==> config.mk <==
export PLATFORM = sky130hd
export DESIGN_NAME = nvs_ctrl
export DESIGN_NICKNAME = d
export VERILOG_FILES = /design/src/design/nvs_ctrl_pkg.sv /design/src/design/nvs_ctrl.sv /design/src/design/nvs_strobe.sv
export SDC_FILE = /design/constraint.sdc
export NUM_CORES = 1
export LEC_CHECK = 0
export BUFFER_PORTS_ARGS = -buffer_cell sky130_fd_sc_hd__buf_4
export CORE_AREA = 2 2 148 150
export CTS_CLUSTER_SIZE = 8
export DETAILED_ROUTE_END_ITERATION = 8
export DIE_AREA = 0 0 150 152
export GPL_TIMING_DRIVEN = 0
export PLACE_DENSITY = 0.65
export SETUP_SLACK_MARGIN = 0.4
export SLEW_MARGIN = 20
export SYNTH_ARGS = -nofsm -noshare
export SYNTH_HDL_FRONTEND = slang
export SYNTH_SLANG_ARGS = --single-unit
==> constraint.sdc <==
create_clock -name clk_sys -period 11.2 [get_ports clk_sys]
set_input_delay 1.12 -clock clk_sys [delete_from_list [all_inputs] [get_ports clk_sys]]
set_output_delay 1.12 -clock clk_sys [all_outputs]
set_load 0.05 [all_outputs]
==> src/design/nvs_ctrl_pkg.sv <==
// Constants shared by the nonvolatile SRAM controller and its pin sequencer.
// Assumes a 10 MHz system clock and an asynchronous nonvolatile SRAM on the far side.
package nvs_ctrl_pkg;

  // ----------------------------------------------------------------
  // Bus geometry
  // ----------------------------------------------------------------
  localparam int ADDR_W = 18;
  localparam int DATA_W = 16;

  // ----------------------------------------------------------------
  // Command sequence addresses
  // ----------------------------------------------------------------
  localparam logic [15:0] SEQ_ADDR_0      = 16'h4e38;
  localparam logic [15:0] SEQ_ADDR_1      = 16'hb1c7;
  localparam logic [15:0] SEQ_ADDR_2      = 16'h83e0;
  localparam logic [15:0] SEQ_ADDR_3      = 16'h7c1f;
  localparam logic [15:0] SEQ_ADDR_4      = 16'h703f;
  localparam logic [15:0] CMD_STORE       = 16'h8fc0;
  localparam logic [15:0] CMD_RECALL      = 16'h4c63;
  localparam logic [15:0] CMD_SAVE_OFF    = 16'h8b45;
  localparam logic [15:0] CMD_SAVE_ON     = 16'h4b46;
  localparam int          SEQ_LEN         = 6;

  // ----------------------------------------------------------------
  // User command codes
  // ----------------------------------------------------------------
  localparam logic [2:0] OP_READ     = 3'h0;
  localparam logic [2:0] OP_WRITE    = 3'h1;
  localparam logic [2:0] OP_STORE    = 3'h2;
  localparam logic [2:0] OP_RECALL   = 3'h3;
  localparam logic [2:0] OP_SAVE_OFF = 3'h4;
  localparam logic [2:0] OP_SAVE_ON  = 3'h5;
  localparam logic [2:0] OP_PIN_STORE = 3'h6;

  // ----------------------------------------------------------------
  // Timing
  // ----------------------------------------------------------------
  localparam int CLK_PERIOD_NS       = 100;
  localparam int ACCESS_TIME_NS      = 45;
  localparam int ACCESS_CYC          = (ACCESS_TIME_NS + CLK_PERIOD_NS - 1) / CLK_PERIOD_NS + 1;
  localparam int STROBE_CYC          = 1;
  localparam int BUSY_TIMEOUT_CYC    = 8;
  localparam int CNT_W               = 8;

endpackage

==> src/design/nvs_ctrl.sv <==
// Host-side controller for a nonvolatile SRAM: plain reads and writes,
// software command sequences, and pin-requested stores over the busy pin.
// Assumes the busy pin wire is resolved outside from its enable with a pull-up.
// ----------------------------------------------------------------
// Functional notes
// - Five fixed prefix reads first
// - Sixth read 0x8fc0 stores
// - Sixth read 0x4c63 recalls
// - Sixth read 0x8b45 disables save
// - No access inside a sequence
// - Six reads with write strobe high
// - Sixth read 0x4b46 enables save
// - Save setting persists after manual store; the controller issues a store right after each save change
module nvs_ctrl #(
  parameter int ADDR_W          = nvs_ctrl_pkg::ADDR_W,
  parameter int DATA_W          = nvs_ctrl_pkg::DATA_W,
  parameter int STORE_CYC       = 80000,
  parameter int RECALL_CYC      = 2000,
  parameter int GRACE_CYC       = 250,
  parameter int PERSIST_AFTER_SAVE = 1
) (
  input  wire logic              clk_sys,
  input  wire logic              rst,
  input  wire logic              cmd_valid,
  input  wire logic [2:0]        cmd_op,
  input  wire logic [ADDR_W-1:0] cmd_addr,
  input  wire logic [DATA_W-1:0] cmd_wdata,
  input  wire logic [1:0]        cmd_lanes_n,
  output logic                   cmd_ready,
  output logic                   rsp_valid,
  output logic [DATA_W-1:0]      rsp_rdata,
  output logic                   rsp_blocked,
  output logic                   dev_busy,
  output logic [ADDR_W-1:0]      mem_addr,
  output logic                   mem_cs_n,
  output logic                   mem_we_n,
  output logic                   mem_oe_n,
  output logic                   mem_upper_byte_lane_n,
  output logic                   mem_lower_byte_lane_n,
  input  wire logic [DATA_W-1:0] mem_dq_i,
  output logic [DATA_W-1:0]      mem_dq_o,
  output logic                   mem_dq_oe_n,
  input  wire logic              store_busy_n_i,
  output logic                   store_busy_n_o,
  output logic                   store_busy_n_oe_n
);

  // ----------------------------------------------------------------
  // Input synchronisers
  // ----------------------------------------------------------------
  logic [DATA_W-1:0] dq_s1_r, dq_s2_r;
  logic              bsy_s1_r, bsy_s2_r;

  // Pin inputs are asynchronous; busy counts as low until seen high through both stages
  always_ff @(posedge clk_sys or posedge rst)
  begin
    if (rst)
    begin
      dq_s1_r  <= '0;
      dq_s2_r  <= '0;
      bsy_s1_r <= 1'b0;
      bsy_s2_r <= 1'b0;
    end
    else
    begin
      dq_s1_r  <= mem_dq_i;
      dq_s2_r  <= dq_s1_r;
      bsy_s1_r <= store_busy_n_i;
      bsy_s2_r <= bsy_s1_r;
    end
  end

  // ----------------------------------------------------------------
  // Sequencer
  // ----------------------------------------------------------------
  typedef enum logic [2:0] {S_IDLE, S_ACCESS, S_SEQ, S_PIN, S_WAIT, S_RESP} ctl_state_t;

  ctl_state_t        state_r, state_nxt;
  logic [2:0]        step_r, step_nxt;
  logic [2:0]        op_r, op_nxt;
  logic [ADDR_W-1:0] addr_r, addr_nxt;
  logic [DATA_W-1:0] wdata_r, wdata_nxt;
  logic [1:0]        lanes_r, lanes_nxt;
  logic [31:0]       wait_r, wait_nxt;
  logic              blk_r, blk_nxt;
  logic              ready_r, ready_nxt;
  logic              rvalid_r, rvalid_nxt;
  logic [DATA_W-1:0] rdata_r, rdata_nxt;
  logic              pin_low_r, pin_low_nxt;

  logic              stb_start;
  logic              stb_write;
  logic [ADDR_W-1:0] stb_addr;
  logic              stb_busy;
  logic              stb_done;
  logic [DATA_W-1:0] stb_rdata;
  logic [ADDR_W-1:0] p_addr;
  logic              p_cs_n, p_we_n, p_oe_n, p_dq_oe_n;
  logic [1:0]        p_lane_n;
  logic [DATA_W-1:0] p_dq_o;

  // Address for each step of the sequence; the sixth comes from the command code
  function automatic logic [15:0] seq_word(input logic [2:0] step, input logic [2:0] op);
    logic [15:0] w;
    w = 16'h0000;
    case (step)
      3'h0: w = nvs_ctrl_pkg::SEQ_ADDR_0;
      3'h1: w = nvs_ctrl_pkg::SEQ_ADDR_1;
      3'h2: w = nvs_ctrl_pkg::SEQ_ADDR_2;
      3'h3: w = nvs_ctrl_pkg::SEQ_ADDR_3;
      3'h4: w = nvs_ctrl_pkg::SEQ_ADDR_4;
      default:
      begin
        if (op == nvs_ctrl_pkg::OP_STORE)
          w = nvs_ctrl_pkg::CMD_STORE;
        else if (op == nvs_ctrl_pkg::OP_RECALL)
          w = nvs_ctrl_pkg::CMD_RECALL;
        else if (op == nvs_ctrl_pkg::OP_SAVE_OFF)
          w = nvs_ctrl_pkg::CMD_SAVE_OFF;
        else
          w = nvs_ctrl_pkg::CMD_SAVE_ON;
      end
    endcase
    return w;
  endfunction

  // Upper address bits are don't-care to the device detector and are sent as zero
  assign stb_addr  = (state_r == S_SEQ) ? ADDR_W'(seq_word(step_r, op_r)) : addr_r;
  assign stb_write = (state_r == S_ACCESS) && (op_r == nvs_ctrl_pkg::OP_WRITE);
  assign stb_start = ((state_r == S_ACCESS) || (state_r == S_SEQ)) && !stb_busy && !stb_done;

  // Main sequencing; the device refuses accesses while busy is low so none are issued
  always_comb
  begin
    state_nxt   = state_r;
    step_nxt    = step_r;
    op_nxt      = op_r;
    addr_nxt    = addr_r;
    wdata_nxt   = wdata_r;
    lanes_nxt   = lanes_r;
    wait_nxt    = wait_r;
    blk_nxt     = blk_r;
    ready_nxt   = 1'b0;
    rvalid_nxt  = 1'b0;
    rdata_nxt   = rdata_r;
    pin_low_nxt = 1'b0;
    case (state_r)
      S_IDLE:
      begin
        ready_nxt = bsy_s2_r;
        if (cmd_valid && ready_r)
        begin
          ready_nxt = 1'b0;
          op_nxt    = cmd_op;
          addr_nxt  = cmd_addr;
          wdata_nxt = cmd_wdata;
          lanes_nxt = cmd_lanes_n;
          step_nxt  = 3'h0;
          blk_nxt   = 1'b0;
          if (cmd_op == nvs_ctrl_pkg::OP_READ || cmd_op == nvs_ctrl_pkg::OP_WRITE)
            state_nxt = S_ACCESS;
          else if (cmd_op == nvs_ctrl_pkg::OP_PIN_STORE)
          begin
            wait_nxt  = 32'(GRACE_CYC);
            state_nxt = S_PIN;
          end
          else
          begin
            lanes_nxt = 2'h0;
            state_nxt = S_SEQ;
          end
        end
      end
      S_ACCESS:
      begin
        if (stb_done)
        begin
          rdata_nxt = stb_rdata;
          state_nxt = S_RESP;
        end
      end
      S_SEQ:
      begin
        // Back-to-back reads, nothing else on the pins until all six are out
        if (stb_done)
        begin
          if (step_r == 3'(nvs_ctrl_pkg::SEQ_LEN - 1))
          begin
            if (op_r == nvs_ctrl_pkg::OP_STORE)
              wait_nxt = 32'(STORE_CYC);
            else if (op_r == nvs_ctrl_pkg::OP_RECALL)
              wait_nxt = 32'(RECALL_CYC);
            else
              wait_nxt = 32'(nvs_ctrl_pkg::BUSY_TIMEOUT_CYC);
            if (PERSIST_AFTER_SAVE != 0 && op_r >= nvs_ctrl_pkg::OP_SAVE_OFF)
              op_nxt = nvs_ctrl_pkg::OP_STORE;
            else
              state_nxt = S_WAIT;
            step_nxt = 3'h0;
          end
          else
            step_nxt = step_r + 3'h1;
        end
      end
      S_PIN:
      begin
        // Pull busy low through the grace time, then release and wait on the device
        pin_low_nxt = 1'b1;
        if (wait_r == 32'h0)
        begin
          pin_low_nxt = 1'b0;
          wait_nxt    = 32'(STORE_CYC);
          state_nxt   = S_WAIT;
        end
        else
          wait_nxt = wait_r - 32'h1;
      end
      S_WAIT:
      begin
        // Busy low from the device marks a transfer; release counts only after the time runs out
        if (wait_r != 32'h0)
          wait_nxt = wait_r - 32'h1;
        else if (bsy_s2_r)
          state_nxt = S_RESP;
        if (!bsy_s2_r)
          blk_nxt = 1'b1;
      end
      default:
      begin
        rvalid_nxt = 1'b1;
        state_nxt  = S_IDLE;
      end
    endcase
  end

  // Sequencer registers
  always_ff @(posedge clk_sys or posedge rst)
  begin
    if (rst)
    begin
      state_r   <= S_IDLE;
      step_r    <= 3'h0;
      op_r      <= 3'h0;
      addr_r    <= '0;
      wdata_r   <= '0;
      lanes_r   <= 2'h3;
      wait_r    <= 32'h0;
      blk_r     <= 1'b0;
      ready_r   <= 1'b0;
      rvalid_r  <= 1'b0;
      rdata_r   <= '0;
      pin_low_r <= 1'b0;
    end
    else
    begin
      state_r   <= state_nxt;
      step_r    <= step_nxt;
      op_r      <= op_nxt;
      addr_r    <= addr_nxt;
      wdata_r   <= wdata_nxt;
      lanes_r   <= lanes_nxt;
      wait_r    <= wait_nxt;
      blk_r     <= blk_nxt;
      ready_r   <= ready_nxt;
      rvalid_r  <= rvalid_nxt;
      rdata_r   <= rdata_nxt;
      pin_low_r <= pin_low_nxt;
    end
  end

  // ----------------------------------------------------------------
  // Pin cycle engine
  // ----------------------------------------------------------------
  nvs_strobe #(
    .ADDR_W (ADDR_W),
    .DATA_W (DATA_W)
  ) u_strobe (
    .clk_sys     (clk_sys),
    .rst         (rst),
    .start       (stb_start),
    .is_write    (stb_write),
    .lanes_n     (lanes_r),
    .addr        (stb_addr),
    .wdata       (wdata_r),
    .dq_sync     (dq_s2_r),
    .busy        (stb_busy),
    .done        (stb_done),
    .rdata       (stb_rdata),
    .pin_addr    (p_addr),
    .pin_cs_n    (p_cs_n),
    .pin_we_n    (p_we_n),
    .pin_oe_n    (p_oe_n),
    .pin_lane_n  (p_lane_n),
    .pin_dq_o    (p_dq_o),
    .pin_dq_oe_n (p_dq_oe_n)
  );

  // Outputs re-registered so every top port comes from a flip-flop
  always_ff @(posedge clk_sys or posedge rst)
  begin
    if (rst)
    begin
      mem_addr              <= '0;
      mem_cs_n              <= 1'b1;
      mem_we_n              <= 1'b1;
      mem_oe_n              <= 1'b1;
      mem_upper_byte_lane_n <= 1'b1;
      mem_lower_byte_lane_n <= 1'b1;
      mem_dq_o              <= '0;
      mem_dq_oe_n           <= 1'b1;
      store_busy_n_o        <= 1'b1;
      store_busy_n_oe_n     <= 1'b1;
      dev_busy              <= 1'b0;
    end
    else
    begin
      mem_addr              <= p_addr;
      mem_cs_n              <= p_cs_n;
      mem_we_n              <= p_we_n;
      mem_oe_n              <= p_oe_n;
      mem_upper_byte_lane_n <= p_lane_n[1];
      mem_lower_byte_lane_n <= p_lane_n[0];
      mem_dq_o              <= p_dq_o;
      mem_dq_oe_n           <= p_dq_oe_n;
      store_busy_n_o        <= 1'b0;
      store_busy_n_oe_n     <= !pin_low_nxt;
      dev_busy              <= !bsy_s2_r;
    end
  end

  assign cmd_ready   = ready_r;
  assign rsp_valid   = rvalid_r;
  assign rsp_rdata   = rdata_r;
  assign rsp_blocked = blk_r;

endmodule

==> src/design/nvs_strobe.sv <==
// One asynchronous SRAM cycle on the pins: address, select, drive or write strobe.
// Assumes the caller holds addr/data stable while busy is high.
module nvs_strobe #(
  parameter int ADDR_W = nvs_ctrl_pkg::ADDR_W,
  parameter int DATA_W = nvs_ctrl_pkg::DATA_W
) (
  input  wire logic              clk_sys,
  input  wire logic              rst,
  input  wire logic              start,
  input  wire logic              is_write,
  input  wire logic [1:0]        lanes_n,
  input  wire logic [ADDR_W-1:0] addr,
  input  wire logic [DATA_W-1:0] wdata,
  input  wire logic [DATA_W-1:0] dq_sync,
  output logic                   busy,
  output logic                   done,
  output logic [DATA_W-1:0]      rdata,
  output logic [ADDR_W-1:0]      pin_addr,
  output logic                   pin_cs_n,
  output logic                   pin_we_n,
  output logic                   pin_oe_n,
  output logic [1:0]             pin_lane_n,
  output logic [DATA_W-1:0]      pin_dq_o,
  output logic                   pin_dq_oe_n
);

  // ----------------------------------------------------------------
  // Cycle state
  // ----------------------------------------------------------------
  typedef enum logic [1:0] {ST_IDLE, ST_SETUP, ST_ACTIVE, ST_HOLD} stb_state_t;

  stb_state_t               state_r, state_nxt;
  logic [7:0]               cnt_r, cnt_nxt;
  logic                     wr_r, wr_nxt;
  logic [DATA_W-1:0]        rdata_r, rdata_nxt;
  logic [ADDR_W-1:0]        addr_r, addr_nxt;
  logic [DATA_W-1:0]        wdata_r, wdata_nxt;
  logic [1:0]               lane_r, lane_nxt;
  logic                     done_r, done_nxt;
  // Read wait covers access time plus the two-flop input synchroniser
  localparam logic [7:0] RD_WAIT = 8'(nvs_ctrl_pkg::ACCESS_CYC + 2);

  // Next-state: address settles a cycle before strobes so the write has setup
  always_comb
  begin
    state_nxt = state_r;
    cnt_nxt   = cnt_r;
    wr_nxt    = wr_r;
    rdata_nxt = rdata_r;
    addr_nxt  = addr_r;
    wdata_nxt = wdata_r;
    lane_nxt  = lane_r;
    done_nxt  = 1'b0;
    case (state_r)
      ST_IDLE:
      begin
        if (start)
        begin
          addr_nxt  = addr;
          wdata_nxt = wdata;
          lane_nxt  = lanes_n;
          wr_nxt    = is_write;
          state_nxt = ST_SETUP;
        end
      end
      ST_SETUP:
      begin
        cnt_nxt   = wr_r ? 8'(nvs_ctrl_pkg::STROBE_CYC) : RD_WAIT;
        state_nxt = ST_ACTIVE;
      end
      ST_ACTIVE:
      begin
        if (cnt_r == 8'h00)
        begin
          if (!wr_r)
            rdata_nxt = dq_sync;
          state_nxt = ST_HOLD;
        end
        else
          cnt_nxt = cnt_r - 8'h01;
      end
      default:
      begin
        done_nxt  = 1'b1;
        state_nxt = ST_IDLE;
      end
    endcase
  end

  // State registers
  always_ff @(posedge clk_sys or posedge rst)
  begin
    if (rst)
    begin
      state_r <= ST_IDLE;
      cnt_r   <= 8'h00;
      wr_r    <= 1'b0;
      rdata_r <= '0;
      addr_r  <= '0;
      wdata_r <= '0;
      lane_r  <= 2'h3;
      done_r  <= 1'b0;
    end
    else
    begin
      state_r <= state_nxt;
      cnt_r   <= cnt_nxt;
      wr_r    <= wr_nxt;
      rdata_r <= rdata_nxt;
      addr_r  <= addr_nxt;
      wdata_r <= wdata_nxt;
      lane_r  <= lane_nxt;
      done_r  <= done_nxt;
    end
  end

  // Pin drive; write data lands when the write strobe rises out of ST_ACTIVE
  always_comb
  begin
    pin_addr    = addr_r;
    pin_cs_n    = !(state_r == ST_ACTIVE);
    pin_we_n    = !(state_r == ST_ACTIVE && wr_r);
    pin_oe_n    = !(state_r == ST_ACTIVE && !wr_r);
    pin_lane_n  = (state_r == ST_IDLE) ? 2'h3 : lane_r;
    pin_dq_o    = wdata_r;
    pin_dq_oe_n = !(wr_r && state_r != ST_IDLE);
    busy        = (state_r != ST_IDLE);
    done        = done_r;
    rdata       = rdata_r;
  end

endmodule

==> results.toml, run 1 <==
[drt]
antenna_left = 0
avgRoutedWirePerCell_um = 16.3
drc = 0
vias = 6630
drt_iter0_drc = 416
routed_wl_mm = 21.1
dr.pass1.iters = 5
via_per_inst = 5.12

[logic_synthesis]
synth_largest_area_cell = "dfrtp_1"
ys_warn_count = 0
synth_flop_cell = "dfrtp_1"
synth_cell_type_count = 63
yosys-top-cells-area = "dfrtp_1 (60%), mux2_2 (6.0%), nand2_1 (5.9%)"
seq_area_frac_synth_pct = 63.6
syn_inst = 831
syn-num-nets = 898
synthDominantCellAreaShare_pct = 60.2
postSynth.asyncResetShare_pct = 100
syn_area_per_cell_um2 = 11.3
ys_ff_latch = 237
netlist_area_um2 = 9350
synth_enable_flop_cells = 0

[sta]
timing.setup.tns_ps = 0
finalHoldViolations = 0
setup_viol = 0
drv_slew = 0
worstMarginPinSlew_ps = 757
min_period_ps = 3030
rsz0062_at_grt = "no"
fmax_ghz = 0.331
slew_headroom_pct = 49.3
skew_ps = 12.2
fin_crit_sh_pct = 27.0

[flow_run]
drv_cap = 0

[clock_network]
cts.sinks = 237
post_cts_resized = 0
post_cts.repair.setup_buffers = 0
cts_buffer_depth = 3
clk_latency_ps = 500
cts-root-buf = "clkbuf_16"
holdBufCountCts = 0
cts_tree = "built"
cts_buffers = 35
clk_pin_slew_worst_paths_ps = 60
h-tree-depth = 2

[floorplan]
start_util_pct = 43.8
chipHeight_um = 152
coreArea_um2 = 21400
row_count = 54
die_x_um = 150
dieArea_um2 = 22800
ioPinCount = 121

[finish]
final_nets = 1057
diodes = 0
utilization_pct = 54.7
syn_to_final_growth_pct = 24.8
drive_above_1_share_pct = 25.0
fin_area_um2 = 11700
fillers = 1953

[placed_design]
hpwl_mm = 14.2
placed_cell_area_um2 = 10700
gp_congestion = 0.852
port_buffers = 120

[grt]
track_usage_pct = 19.0
grt_max_degree = 111
gr-total-overflow = 0
grt_pass1_vias = 6714
grt_antenna_before_repair = 0
grt_pass1_wl_mm = 34.6

[power_and_ir_drop]
p_leak_nw = 5.54
power.density_nw_per_um2 = 298
power_frac_seq_pct = 37.7
max-vdd-ir-drop_mv = 0.164
p_total_mw = 3.48
intPower_mw = 2.17
p_switching_mw = 1.31
pwr-share-clk_pct = 27.4
switching_share_pct = 37.6
p_comb_share_pct = 34.9

[critical_path]
crit_arrival_ps = 3400
crit_family = "simple AND/OR/NAND/NOR gates"
crit_fanout = 10
crit_required_ps = 11580
cp-end-kind = "register"
cp_slowest_cell = "nor4_1"
critical_path_class = "register to register"
worst_setup_path_start_kind = "register"
cp_cell_sequence = "inv_1 > ha_1 > nor4b_1 > nand3_1 > nor4_1 > nor2_1 > nor2b_1 > buf_2 > buf_2 > nor2_1"
slowest_delay_ps = 590
cp_num_buf_inv = 3

[run_status]
status = "complete, no violations"

[min_path]
min_path_type = "register to register"
-- cells by family after synthesis --
kind of cell | count (synthesis) | synth area share [%]
other | 1 | 0.0401
adder cells (fa/ha/maj) | 8 | 1.07
AND/OR/NAND/NOR | 331 | 16.7
multiplexers | 51 | 6.13
AO/OA/AOI/OAI | 132 | 8.28
buffers and inverters | 53 | 2.51
flip-flops | 237 | 63.6
XOR/XNOR | 18 | 1.69
-- power by group through the flow --
stage	Combinational [mW]	Clock (mW)	Sequential [mW]
global route	1.33	1.01	1.35
floorplan	0.586	0	1.59
detailed placement	1.22	0	1.33
CTS	1.22	0.977	1.32
global placement	1.19	0	1.32
finish	1.22	0.952	1.31
-- cell usage after synthesis, types with 7 or more instances --
master,number
a21oi_1,32
nand2b_1,9
nand4_1,14
buf_2,7
ha_1,8
xor2_1,13
dfstp_2,12
a31oi_1,9
dfrtp_1,225
nor3_1,23
nand3_1,11
mux2_2,50
o21ai_0,55
nand2_1,147
nor4_1,17
nor2_1,66
clkbuf_1,23
inv_1,17
-- per-layer routing --
layer / vias up / GRT usage (%) / wire length (um)
li1: 3186 / - / -
met1: 3228 / 26.9 / 9380
met2: 174 / 29.6 / 10000
met3: 42 / 4.02 / 1230
met4: 0 / 5.62 / 495
met5: - / 0 / 0
-- layout make-up --
class	count	area, um^2	share of cell area [%]
flip-flops and latches	237	5950	50.9
multi-input cells	541	3170	27.2
clock buffers	60	970	8.31
repair buffers	122	956	8.19
well taps	280	350	3.00
plain buffers	36	171	1.47
inverters	17	71.3	0.611
clock inverters	3	33.8	0.289
-- through the flow --
| step | std cells | setup WS, ps | hold slack [ps] |
|---|---|---|---|
| detailed placement | 1233 | 8210 | 335 |
| floorplan | 831 | 3600 | 331 |
| finish | 1296 | 8170 | 345 |
| global placement | 1231 | 971 | 333 |
| global route | 1296 | 8010 | 349 |
| CTS | 1296 | 8230 | 346 |
-- final timing paths --
path	depth (start not counted)	slack [ps]	end	startpoint
min in group asynchronous	2	670	wait_r[28]$_DFFE_PP0P_	rst
worst max-delay path	10	8170	wait_r[18]$_DFFE_PP0P_	wait_r[0]$_DFFE_PP0P_
worst min register to register	0	350	dq_s2_r[10]$_DFF_PP0_	dq_s1_r[10]$_DFF_PP0_
max in group asynchronous	3	9620	store_busy_n_o$_DFF_PP1_	rst
worst min-delay path	0	350	dq_s2_r[10]$_DFF_PP0_	dq_s1_r[10]$_DFF_PP0_
worst max register to register	10	8170	wait_r[18]$_DFFE_PP0P_	wait_r[0]$_DFFE_PP0P_
-- state kept, by name, summed over array words and instances (netlist names), 2 cells and up --
name               count
addr_r                18
dq_s1_r               16
dq_s2_r               16
lanes_r                2
mem_addr              18
mem_dq_o              16
op_r                   3
rsp_rdata             16
state_r                3
step_r                 3
u_strobe.cnt_r         8
u_strobe.lane_r        2
u_strobe.pin_addr     18
u_strobe.pin_dq_o     16
u_strobe.rdata        16
u_strobe.state_r       2
wait_r                32
wdata_r               16
-- worst reg2reg max path, stage by stage, from the launching register on --
cell and delay (ps):
dfrtp_1 420, inv_1 70, ha_1 200, nor4b_1 340, nand3_1 270, nor4_1 590, nor2_1 310, nor2b_1 170
buf_2 190, buf_2 250, nor2_1 80
-- cells in the final DEF, fill, tap and decap left out, types with 3 or more instances in the layout --
master and instances:
o22ai_1 5, a31oi_1 9, ha_1 8, inv_1 16
a21o_1 4, clkbuf_16 35, a31o_2 3, or2_2 4
a21oi_1 32, xnor2_1 5, dfrtp_1 225, nor3b_1 4
nor4_1 17, buf_4 121, nor2b_1 6, buf_2 7
nand3b_1 3, or3_2 3, clkbuf_1 48, nor2_1 66
o21ai_0 55, buf_6 3, nand3_1 11, mux2_2 50
nand4_1 14, and2_1 5, nand2b_1 9, or3_1 4
nand2_1 147, o31ai_1 4, dfstp_2 12, nor3_1 23
xor2_1 13, a22o_1 3
Power figures use the tool's default switching activity.
==> run 2, diff against run 1 <==
--- a/config.mk
+++ b/config.mk
@@ -11,7 +11,7 @@
 export DETAILED_ROUTE_END_ITERATION = 8
 export DIE_AREA = 0 0 150 152
 export GPL_TIMING_DRIVEN = 0
-export PLACE_DENSITY = 0.65
+export PLACE_DENSITY = 0.67
 export SETUP_SLACK_MARGIN = 0.4
 export SLEW_MARGIN = 20
 export SYNTH_ARGS = -nofsm -noshare
==> constraint.sdc (replaced) <==
create_clock -name clk_sys -period 2.75 [get_ports clk_sys]
set_input_delay 0.275 -clock clk_sys [delete_from_list [all_inputs] [get_ports clk_sys]]
set_output_delay 0.275 -clock clk_sys [all_outputs]
set_load 0.05 [all_outputs]
==> results.toml, run 2 (same netlist as run 1, synthesis figures left out) <==
[finish]
diodes = 0
largest_register_ffs = 32
syn_to_final_growth_pct = 38.5
utilization_pct = 60.7
stdcell_count = 1382
final_nets = 1150
final_common_cell = "dfrtp_1"
regMostFlops = "wait_r"
drive_above_1_share_pct = 31.9
layout_common_cells = "dfrtp_1 (225), buf_4 (147), nand2_1 (143)"
fin_area_um2 = 13000

[sta]
fmax_ghz = 0.401
slew_headroom_pct = 35.5
finalHoldViolations = 0
rsz0062_at_grt = "yes"
fin_crit_sh_pct = 90.6
skew_ps = 12.4
drv_slew = 0
min_period_ps = 2490
worstMarginPinSlew_ps = 944
worst_slack_ps = 257
setup_viol = 0

[min_path]
hp-start = "cmd_lanes_n[1]"
min_path_type = "input pin to register"

[placed_design]
pre_cts_slack_ps = -243
placed_cell_area_um2 = 10800
port_buffers = 120
gp_congestion = 0.861
hpwl_mm = 14.7
place_inst = 1240

[critical_path]
cp_slowest_cell = "or4b_4"
cp-end-kind = "register"
cp-startpoint = "wait_r[0]$_DFFE_PP0P_"
worstReg2RegStart = "wait_r[0]$_DFFE_PP0P_"
slowest_delay_ps = 460
crit_arrival_ps = 2880
crit_path_frequent_cell = "buf_6"
worst_setup_path_start_kind = "register"
cp_cell_sequence = "inv_2 > ha_4 > or4b_4 > buf_6 > nor3_4 > buf_6 > nand4_1 > buf_6 > buf_6 > nand4_1 > xor2_1 > nor2_1"
crit_fanout = 5
critical_path_class = "register to register"
crit_required_ps = 3140

[drt]
routed_wl_mm = 23.4
via_per_inst = 5.19
drc = 0
antenna_left = 0
drt_iter0_drc = 554
avgRoutedWirePerCell_um = 16.9
dr.pass1.iters = 5
vias = 7175

[floorplan]
chipHeight_um = 152
coreArea_um2 = 21400
die_x_um = 150
row_count = 54
dieArea_um2 = 22800
start_util_pct = 43.8
ioPinCount = 121

[power_and_ir_drop]
power.density_nw_per_um2 = 1150
p_leak_nw = 6.07
max-vdd-ir-drop_mv = 0.512
p_total_mw = 14.9

[grt]
grt_antenna_before_repair = 0
grt_max_degree = 36
grt_pass1_vias = 7006
track_usage_pct = 20.6
gr-total-overflow = 0
grt_pass1_wl_mm = 37.5

[clock_network]
clk_pin_slew_worst_paths_ps = 60
cts_buffers = 35
cts_buffer_depth = 3
clk_latency_ps = 500
h-tree-depth = 2
cts-root-buf = "clkbuf_16"
cts.sinks = 237
cts_tree = "built"

[flow_run]
drv_cap = 0

[run_status]
status = "complete, no violations"
run 2: final timing paths:
kind | end | slack (ps) | depth (start not counted)
worst max-delay path | wait_r[22]$_DFFE_PP0P_ | 260 | 12
worst min-delay path | lanes_r[1]$_DFFE_PP1P_ | 20 | 2
worst max register to register | wait_r[22]$_DFFE_PP0P_ | 260 | 12
worst min register to register | dq_s2_r[13]$_DFF_PP0_ | 340 | 0
max in group asynchronous | store_busy_n_oe_n$_DFF_PP1_ | 1130 | 8
min in group asynchronous | dq_s2_r[15]$_DFF_PP0_ | 370 | 3
run 2: critical path: cells and delay by family, from the launching register on:
| kind | cells | cell delay (ps) |
|---|---|---|
| buffers and inverters | 5 | 690 |
| DFF | 1 | 420 |
| and+or+nand+nor | 5 | 950 |
| adders and majority gates | 1 | 120 |
| xor gates and xnor gates | 1 | 170 |
run 2: cell type report:
class	instances	area [um^2]
fill	1705	8400
inverter	17	67.6
buffer	36	216
multi-input combinational	541	3460
sequential	237	5950
timing repair buffer	215	1930
clock buffer	53	943
tap	280	350
clock inverter	3	37.5
run 2: what timing repair did:
| item | 4_1_cts | 5_1_grt |
|---|---|---|
| hold endpoints to repair | 62 | 0 |
| setup buffers | 18 | 13 |
| gates cloned | 1 | 2 |
| pin swaps | 23 | 39 |
| setup endpoints to repair | 102 | 88 |
| hold buffers | 52 | 0 |
| gates resized for setup | 40 | 74 |
run 2: per-layer routing:
layer  wire, um  global-route usage [%]  vias to the layer above
li1           -                       -                     3363
met1      10200                    29.6                     3531
met5          0                       0                        -
met2      11200                    31.4                      239
met3       1310                    3.72                       42
met4        676                    7.55                        0
run 2: power breakdown:
part	internal (mW)	switching, mW	total (mW)
sequential	4.70	0.722	5.42
clock	2.35	1.48	3.83
combinational	2.15	3.52	5.67
total	9.19	5.72	14.9
run 2: per-stage QoR:
stage	setup TNS (ps)	hold WS [ps]
2_1_floorplan	-139740	306
3_3_place_gp	-456630	331
3_5_place_dp	-3150	312
4_1_cts	0	4.35
5_1_grt	0	7.50
6_report	0	21.1
